File: src/rtl/mmsp_pkg.sv
// monitor serial port: constants, command opcodes and types
package mmsp_pkg;
    localparam int          CLK_HZ        = 200_000_000;
    localparam int          XTAL_HZ       = 9_830_400;
    localparam int          XTAL_DIV      = 1024;
    localparam int          BAUD          = XTAL_HZ / XTAL_DIV;
    localparam int          BIT_CYC       = CLK_HZ / BAUD;
    localparam int          GAP_BITS      = 2;
    localparam int          CANCEL_BITS   = 11;
    localparam int          BREAK_BITS    = 10;
    localparam int          FRAME_BITS    = 10;
    localparam int          FIFO_DEPTH    = 8;
    localparam logic [15:0] VEC_RST_USER  = 16'hFFFE;
    localparam logic [15:0] VEC_SOFT_USER = 16'hFFFC;
    localparam logic [15:0] VEC_RST_MON   = 16'hFEFE;
    localparam logic [15:0] VEC_SOFT_MON  = 16'hFEFC;
    localparam logic [7:0]  OP_READ       = 8'h4A;
    localparam logic [7:0]  OP_WRITE      = 8'h49;
    localparam logic [7:0]  OP_IDX_READ   = 8'h1A;
    localparam logic [7:0]  OP_IDX_WRITE  = 8'h19;
    localparam logic [7:0]  OP_SP_READ    = 8'h0C;
    localparam logic [7:0]  OP_RUN        = 8'h28;

    typedef enum logic [2:0] {
        S_BOOT, S_IDLE, S_GAP, S_TX, S_WAIT, S_MEM, S_RESP
    } mmsp_state_t;

    typedef struct packed {
        logic        req;
        logic        we;
        logic [15:0] addr;
        logic [7:0]  wdata;
    } mmsp_mem_t;

    typedef struct packed {
        logic [15:0] rst_vec;
        logic [15:0] soft_vec;
        logic        wdog_en;
    } mmsp_mode_t;
endpackage : mmsp_pkg

File: src/rtl/mmsp_monitor_port.sv
// monitor serial port engine with its receive fifo
`timescale 1ns/1ps
`default_nettype none

module mmsp_fifo #(
    parameter int W = 8,
    parameter int D = 8
) (
    input  wire logic         clk,
    input  wire logic         rst_n,
    input  wire logic         in_valid,
    output logic              in_ready,
    input  wire logic [W-1:0] in_data,
    output logic              out_valid,
    input  wire logic         out_ready,
    output logic [W-1:0]      out_data
);
    localparam int AW = (D > 1) ? $clog2(D) : 1;

    typedef struct packed {
        logic [D-1:0][W-1:0] mem;
        logic [AW-1:0]       wp;
        logic [AW-1:0]       rp;
        logic [AW:0]         n;
    } mmsp_fifo_st_t;

    mmsp_fifo_st_t q;
    mmsp_fifo_st_t d;
    logic          wr;
    logic          rd;

    assign in_ready  = q.n != (AW+1)'(D);
    assign out_valid = q.n != '0;
    assign out_data  = q.mem[q.rp];
    assign wr        = in_valid && in_ready;
    assign rd        = out_valid && out_ready;

    always_comb begin
        d = q;
        if (wr) begin
            d.mem[q.wp] = in_data;
            d.wp = (q.wp == AW'(D-1)) ? '0 : AW'(q.wp + 1'b1);
        end
        if (rd) begin
            d.rp = (q.rp == AW'(D-1)) ? '0 : AW'(q.rp + 1'b1);
        end
        if (wr && !rd) begin
            d.n = (AW+1)'(q.n + 1'b1);
        end else if (rd && !wr) begin
            d.n = (AW+1)'(q.n - 1'b1);
        end
    end

    always_ff @(posedge clk or negedge rst_n) begin
        if (!rst_n) begin
            q <= '0;
        end else begin
            q <= d;
        end
    end
endmodule : mmsp_fifo

////////////////////////////////////////////////////////////////////////////////

module mmsp_monitor_port
    import mmsp_pkg::*;
#(
    parameter int BIT_CYCLES = mmsp_pkg::BIT_CYC
) (
    input  wire logic        clk,
    input  wire logic        rst_n,
    input  wire logic        pin_i,
    output logic             pin_o,
    output logic             pin_oe,
    input  wire logic        hv_irq_i,
    input  wire logic        monitor_mode,
    input  wire logic        watchdog_disable_bit,
    input  wire logic        security_ok,
    input  wire logic [15:0] sp_i,
    input  wire logic        mem_ack,
    input  wire logic [7:0]  mem_rdata,
    output mmsp_mem_t        mem,
    output mmsp_mode_t       mode,
    output logic             pull_index_high,
    output logic             return_from_interrupt
);
    localparam logic [23:0] B1   = 24'(BIT_CYCLES - 1);
    localparam logic [23:0] HALF = 24'(BIT_CYCLES / 2);
    localparam logic [23:0] GAP  = 24'(GAP_BITS * BIT_CYCLES - 1);
    localparam logic [23:0] CW   = 24'(CANCEL_BITS * BIT_CYCLES - 1);

    typedef struct packed {
        mmsp_state_t st;
        mmsp_state_t ret;
        logic [23:0] tmr;
        logic [3:0]  nb;
        logic [9:0]  tsh;
        logic        oe;
        logic        po;
        logic [7:0]  cmd;
        logic [1:0]  cnt;
        logic [15:0] addr;
        logic [7:0]  wdat;
        logic [15:0] resp;
        logic [1:0]  nresp;
        logic [1:0]  rdl;
        logic        rbusy;
        logic        rarm;
        logic [23:0] rtm;
        logic [3:0]  rbit;
        logic [9:0]  rsh;
        logic        brk;
        logic        pv;
        logic [7:0]  pd;
        mmsp_mem_t   mem;
        mmsp_mode_t  mode;
        logic        pih;
        logic        rfi;
        logic [1:0]  sp;
        logic [1:0]  sh;
    } mmsp_st_t;

    // operand count per command, 7 marks an unknown opcode
    function automatic logic [2:0] need_of(input logic [7:0] op);
        unique case (op)
            OP_READ:   need_of = 3'd2;
            OP_WRITE:  need_of = 3'd3;
            OP_IDX_WRITE: need_of = 3'd1;
            OP_IDX_READ,
            OP_SP_READ,
            OP_RUN:    need_of = 3'd0;
            default:   need_of = 3'd7;
        endcase
    endfunction : need_of

    mmsp_st_t    q;
    mmsp_st_t    d;
    logic        pop;
    logic        go;
    logic [9:0]  fr;
    mmsp_state_t rt;
    logic [7:0]  op;
    logic [2:0]  nd;
    logic [9:0]  n;
    logic        line;
    logic        fo_v;
    logic [7:0]  fo_d;
    logic        in_rdy;

    // rx cannot be paused, so a full fifo only holds off the next start bit
    mmsp_fifo #(.W(8), .D(FIFO_DEPTH)) u_fifo (
        .clk       (clk),
        .rst_n     (rst_n),
        .in_valid  (q.pv),
        .in_ready  (in_rdy),
        .in_data   (q.pd),
        .out_valid (fo_v),
        .out_ready (pop),
        .out_data  (fo_d)
    );

    assign line = q.sp[1];

    ////////////////////////////////////////////////////////////////////////////

    always_comb begin
        d     = q;
        pop   = 1'b0;
        go    = 1'b0;
        fr    = '0;
        rt    = S_IDLE;
        op    = '0;
        nd    = '0;
        n     = '0;
        d.pv  = 1'b0;
        d.pih = 1'b0;
        d.po  = 1'b0;
        d.rfi = q.pih;
        d.sp  = {q.sp[0], pin_i};
        d.sh  = {q.sh[0], hv_irq_i};
        d.mode.rst_vec = monitor_mode ? VEC_RST_MON : VEC_RST_USER;
        d.mode.soft_vec = monitor_mode ? VEC_SOFT_MON : VEC_SOFT_USER;
        d.mode.wdog_en = !watchdog_disable_bit && (!monitor_mode || !q.sh[1]);
        unique case (q.st)
            S_BOOT: begin
                if (security_ok) begin
                    go = 1'b1;
                end
            end
            S_IDLE: begin
                if (q.brk) begin
                    d.brk = 1'b0;
                    d.cnt = '0;
                    go    = 1'b1;
                end else if (fo_v) begin
                    pop = 1'b1;
                    go  = 1'b1;
                    fr  = {1'b1, fo_d, 1'b0};
                    op  = (q.cnt == 2'd0) ? fo_d : q.cmd;
                    nd  = need_of(op);
                    if (q.cnt == 2'd0) begin
                        d.cmd = fo_d;
                    end
                    if (q.cnt == 2'd1 && op == OP_IDX_WRITE) begin
                        d.wdat = fo_d;
                    end else if (q.cnt == 2'd1) begin
                        d.addr[15:8] = fo_d;
                    end else if (q.cnt == 2'd2) begin
                        d.addr[7:0] = fo_d;
                    end else if (q.cnt == 2'd3) begin
                        d.wdat = fo_d;
                    end
                    if (nd == 3'd7) begin
                        d.cnt = '0;
                    end else if ({1'b0, q.cnt} == nd) begin
                        d.cnt = '0;
                        rt    = S_WAIT;
                    end else begin
                        d.cnt = 2'(q.cnt + 1'b1);
                    end
                end
            end
            S_GAP: begin
                if (q.tmr != '0) begin
                    d.tmr = 24'(q.tmr - 1'b1);
                end else begin
                    d.st  = S_TX;
                    d.tmr = B1;
                end
            end
            S_TX: begin
                if (q.tmr != '0) begin
                    d.tmr = 24'(q.tmr - 1'b1);
                end else begin
                    d.tsh = {1'b1, q.tsh[9:1]};
                    d.tmr = B1;
                    d.nb  = 4'(q.nb - 1'b1);
                    if (q.nb == 4'd1) begin
                        d.st  = q.ret;
                        d.tmr = CW;
                    end
                end
            end
            S_WAIT: begin
                if (q.brk) begin
                    d.st = S_IDLE;
                end else if (q.tmr != '0) begin
                    d.tmr = 24'(q.tmr - 1'b1);
                end else begin
                    d.st = S_MEM;
                    d.rdl = '0;
                    d.nresp = '0;
                    d.mem = '{req: 1'b1, we: 1'b0, addr: q.addr, wdata: q.wdat};
                    unique case (q.cmd)
                        OP_READ: begin
                            d.rdl   = 2'd1;
                            d.nresp = 2'd1;
                        end
                        OP_WRITE: begin
                            d.mem.we = 1'b1;
                        end
                        OP_IDX_READ: begin
                            d.addr     = 16'(q.addr + 1'b1);
                            d.mem.addr = 16'(q.addr + 1'b1);
                            d.rdl      = 2'd2;
                            d.nresp    = 2'd2;
                        end
                        OP_IDX_WRITE: begin
                            d.addr     = 16'(q.addr + 1'b1);
                            d.mem.addr = 16'(q.addr + 1'b1);
                            d.mem.we   = 1'b1;
                        end
                        OP_SP_READ: begin
                            d.mem.req = 1'b0;
                            d.resp    = 16'(sp_i + 1'b1);
                            d.nresp   = 2'd2;
                            d.st      = S_RESP;
                        end
                        default: begin
                            d.mem.req = 1'b0;
                            d.pih     = 1'b1;
                            d.st      = S_IDLE;
                        end
                    endcase
                end
            end
            S_MEM: begin
                if (mem_ack) begin
                    d.mem.req = 1'b0;
                    d.st      = S_RESP;
                    if (q.rdl != '0) begin
                        d.resp = {q.resp[7:0], mem_rdata};
                        d.rdl  = 2'(q.rdl - 1'b1);
                    end
                    if (q.rdl == 2'd2) begin
                        d.addr     = 16'(q.addr + 1'b1);
                        d.mem.addr = 16'(q.addr + 1'b1);
                        d.mem.req  = 1'b1;
                        d.st       = S_MEM;
                    end
                end
            end
            S_RESP: begin
                if (q.nresp == '0) begin
                    d.st = S_IDLE;
                end else begin
                    go      = 1'b1;
                    rt      = S_RESP;
                    fr      = {1'b1, (q.nresp == 2'd2) ? q.resp[15:8] : q.resp[7:0], 1'b0};
                    d.nresp = 2'(q.nresp - 1'b1);
                end
            end
        endcase
        if (go) begin
            d.st  = S_GAP;
            d.tmr = GAP;
            d.tsh = fr;
            d.nb  = 4'(FRAME_BITS);
            d.ret = rt;
            if (fr == '0) begin
                d.nb = 4'(BREAK_BITS);
            end
        end
        // receiver; own transmission is not heard, the pin is half duplex
        if (line) begin
            d.rarm = 1'b1;
        end
        if (!q.rbusy) begin
            if (!line && q.rarm && q.st != S_TX && in_rdy) begin
                d.rbusy = 1'b1;
                d.rtm   = HALF;
                d.rbit  = '0;
            end
        end else if (q.rtm != '0) begin
            d.rtm = 24'(q.rtm - 1'b1);
        end else begin
            n      = {line, q.rsh[9:1]};
            d.rsh  = n;
            d.rtm  = B1;
            d.rbit = 4'(q.rbit + 1'b1);
            if (q.rbit == 4'd0 && line) begin
                d.rbusy = 1'b0;
            end else if (q.rbit == 4'd9) begin
                d.rbusy = 1'b0;
                if (n == '0) begin
                    d.brk  = 1'b1;
                    d.rarm = 1'b0;
                end else if (n[9]) begin
                    d.pv = 1'b1;
                    d.pd = n[8:1];
                end
            end
        end
        d.oe = (d.st == S_TX) && !d.tsh[0];
    end

    always_ff @(posedge clk or negedge rst_n) begin
        if (!rst_n) begin
            q <= '0;
        end else begin
            q <= d;
        end
    end

    assign pin_o                 = q.po;
    assign pin_oe                = q.oe;
    assign mem                   = q.mem;
    assign mode                  = q.mode;
    assign pull_index_high       = q.pih;
    assign return_from_interrupt = q.rfi;

    logic [23:0] rel_q;

    always_ff @(posedge clk or negedge rst_n) begin
        if (!rst_n) begin
            rel_q <= '0;
        end else if (q.oe) begin
            rel_q <= '0;
        end else if (rel_q != 24'hFFFFFF) begin
            rel_q <= 24'(rel_q + 1'b1);
        end
    end
endmodule : mmsp_monitor_port

`default_nettype wire

File: config.mk
export PLATFORM = sky130hd
export DESIGN_NAME = mmsp_monitor_port
export DESIGN_NICKNAME = d
export VERILOG_FILES = /design/src/rtl/mmsp_pkg.sv /design/src/rtl/mmsp_monitor_port.sv
export SDC_FILE = /design/constraint.sdc
export NUM_CORES = 1
export LEC_CHECK = 0
export BUFFER_PORTS_ARGS = -buffer_cell sky130_fd_sc_hd__buf_2
export CAP_MARGIN = 20
export CELL_PAD_IN_SITES_DETAIL_PLACEMENT = 0
export CELL_PAD_IN_SITES_GLOBAL_PLACEMENT = 2
export CORE_MARGIN = 5
export CORE_UTILIZATION = 36
export CTS_BUF_LIST = sky130_fd_sc_hd__clkbuf_4 sky130_fd_sc_hd__clkbuf_8
export CTS_CLUSTER_DIAMETER = 30
export DETAILED_ROUTE_END_ITERATION = 8
export GPL_ROUTABILITY_DRIVEN = 0
export PLACE_DENSITY_LB_ADDON = 0.1
export SKIP_LAST_GASP = 1
export SYNTH_ARGS = -nofsm -noshare
export SYNTH_HDL_FRONTEND = slang
export SYNTH_SLANG_ARGS = --single-unit
File: constraint.sdc
create_clock -name clk -period 8.1 [get_ports clk]
set_input_delay 1.215 -clock clk [delete_from_list [all_inputs] [get_ports clk]]
set_output_delay 1.215 -clock clk [all_outputs]
set_load 0.02 [all_outputs]
==> metrics <==
post-cts sizing count 0; Final Hold Viols 0; largest net degree at the start of global routing 148; Synth area leaders dfrtp_1 (46%), mux2_2 (6.2%), nand2_1 (5.0%), buf_4 (3.4%), mux2i_1 (3.3%); WHS 0.342 ns; worst-skew pair later-pin latency 0.60 ns; TritonRoute pass-1 iters 6; Post-CTS Hold Fix Bufs 0; Synth top area share 0.459; vias in the first global route 10,900; sw power 1170 uW; crit-path cells nor2_1 > nand2_1 > nor2_1 > inv_1 > ha_1 > inv_1 > ha_1 > a21o_1 > a21oi_1 > xnor2_1 > nor2_1 > xor2_1; final setup fails 0; Buf/Inv on CP 2; Setup Total Neg Slack 0 ns; Tightest Pin Transition 0.995 ns; nets@finish 1,554; Power Dens Cells 245 nW/um^2; cell internal pwr 2800 uW; CP max-delay cell nor2_1; synth unique cells 94; Synth area leader dfrtp_1; top routing layer used met4; DRT antenna net count 0; PortBufs 90; maximum clock frequency 261 MHz; Critical Path RT 8.58 ns; Seq pwr share 0.367; Yosys reg bits 257; Post-synth EDFFs 0; initial antenna violation count 1; utilization after layout 0.421; std cell rows 72; via/cell ratio 5.07; Final Power 3970 uW; slew margin rel. 0.334; synth warn 0; RSZ-0062 raised after global routing false; Setup Buffers After CTS 0; Synth Instances 1,427; core outline area 38,600 um^2; most used cell, CP nor2_1; Post-Syn Area 14,000 um^2; Via Count 10,500; P&R area growth vs syn 15.7%; CTS tree built; family with the most delay on the worst path simple AND/OR/NAND/NOR gates; clock-pin slew on the worst setup and hold paths 0.05 ns; Crit Path Category flip-flop to flip-flop; final worst slack 4.27 ns; Synth Flop Type dfrtp_1; die footprint 43,000 um^2; synthesized area per cell 9.82 um^2; DR WL/cell 17.1 um; status finished, final reports clean; Total GRT Usage 0.166; Clock Path Buffers 3; Crit Path Max Fanout 21; CTS sink cnt 257; gr ovfl total 0; maximum VDD drop 0.149 mV; crit-path max cell delay 0.60 ns; HP Class flip-flop to flip-flop; register area share after synthesis 0.459; Final period util 0.473; IO Count 95; M1 WL 16.5 mm; Comb pwr share 0.148; drt total wl 35.5 mm; post-route DRC violation count 0; fraction of registers with async set or reset after synthesis 1.00; max-capacitance violation count 0; Startpoint Class flip-flop; H-tree level count 3; min cycle time layout 3.83 ns; Chip Width 207 um; Initial Util 0.363; Die Y 207 um; Final Max Slew Viols 0; total CTS buffers 75; pre-CTS setup slack 4.25 ns; wire length on met3 1.14 mm; first-pass GRT wire length 58.6 mm; dpl hpwl 24.3 mm; CP Capture Type flip-flop; switching share of power 0.295; Clock power frac 0.485; Iter 0 DRT Violations 557; P_leak 0.00732 uW; crit path DAT 4.31 ns; WL met2 17.1 mm; n_diodes 0; root cell of the clock tree clkbuf_8; clk_skew 0.0182 ns; share of cells above drive strength 1 0.232
per-stage QoR:
stage                     instance area (um^2)  cells
after detailed placement                 14600   1936
after CTS                                16200   2072
after global placement                   14500   1934
after floorplan                          14000   1430
after global routing                     16200   2072
final                                    16200   2072
power groups by stage:
stage	combinational, uW	sequential, uW	clock [uW]
6_report	588	1460	1920
2_1_floorplan	442	1450	0
3_5_place_dp	595	1470	0
3_3_place_gp	595	1470	0
4_1_cts	597	1450	1990
5_1_grt	664	1470	2060
flip-flops by register name, indices dropped and copies added (netlist names), 2 cells and up:
signal / count
q: 148
u_fifo.q: 74
mem: 26
mode: 3
d: 2
metal layers:
layer,track usage,vias up
li1,-,5187
met1,0.215,5119
met2,0.275,147
met3,0.0373,57
met4,0.0534,0
met5,0,-
logic make-up after synthesis:
kind of cell,count (synthesis),synth area share
simple gates,500,0.174
compound gates,308,0.140
flops,257,0.459
buf+inv,147,0.0580
mux,142,0.116
xor+xnor,44,0.0275
fa+ha+maj,27,0.0246
other cells,2,0.000536
cells in the final DEF (no fill, tap or decap), types with 11 or more instances in the layout:
cell,count
a21oi_1,63
a22oi_1,12
a31oi_1,17
and3_1,11
buf_2,89
clkbuf_4,11
clkbuf_8,91
clkinv_2,18
dfrtp_1,257
ha_1,26
inv_1,33
mux2_2,77
mux2i_1,46
nand2_1,188
nand2b_1,16
nand3_1,30
nor2_1,114
nor2b_1,13
nor3_1,38
nor4_1,13
o21ai_0,58
o21ai_1,59
o31ai_1,21
xnor2_1,23
xor2_1,21
worst register-to-register path, delay by kind of cell, from the launching register on:
family / cells / cell delay [ns]
AO/OA/AOI/OAI: 2 / 0.31
XOR/XNOR: 2 / 0.27
adder cells (fa/ha/maj): 2 / 0.60
buffers and inverters: 2 / 0.57
flip-flops: 1 / 0.55
AND/OR/NAND/NOR: 4 / 1.39
worst paths after layout:
| kind | cells past startpoint | startpoint | slack [ns] | endpoint |
|---|---|---|---|---|
| setup / recovery | 12 | q[213]$_DFF_PN0_ | 4.27 | u_fifo.q[3]$_DFFE_PN0P_ |
| hold / removal | 0 | d[3]$_DFF_PN0_ | 0.34 | line$_DFF_PN0_ |
| setup reg to reg | 12 | q[213]$_DFF_PN0_ | 4.27 | u_fifo.q[3]$_DFFE_PN0P_ |
| hold reg to reg | 0 | d[3]$_DFF_PN0_ | 0.34 | line$_DFF_PN0_ |
| max in group asynchronous | 2 | rst_n | 6.05 | u_fifo.q[11]$_DFFE_PN0P_ |
| min in group asynchronous | 1 | rst_n | 0.67 | mem[17]$_DFFE_PN0P_ |
synth_stat cells (26+ instances only):
cell type / count
ha_1: 26
mux2i_1: 46
o21ai_1: 60
dfrtp_1: 257
nand2_1: 188
nor3_1: 38
a21oi_1: 63
o21ai_0: 58
mux2_2: 77
clkbuf_1: 39
nand3_1: 30
inv_1: 33
nor2_1: 114
buf_4: 64
final cells by class:
class | instances | area (um^2)
clock buffers | 102 | 1340
clock inverters | 34 | 324
fillers | 3869 | 22300
inverters | 34 | 128
multi-input cells | 1026 | 6790
flip-flops and latches | 257 | 6430
well taps | 518 | 648
repair buffers | 101 | 563
(Power assumes the default switching activity.)
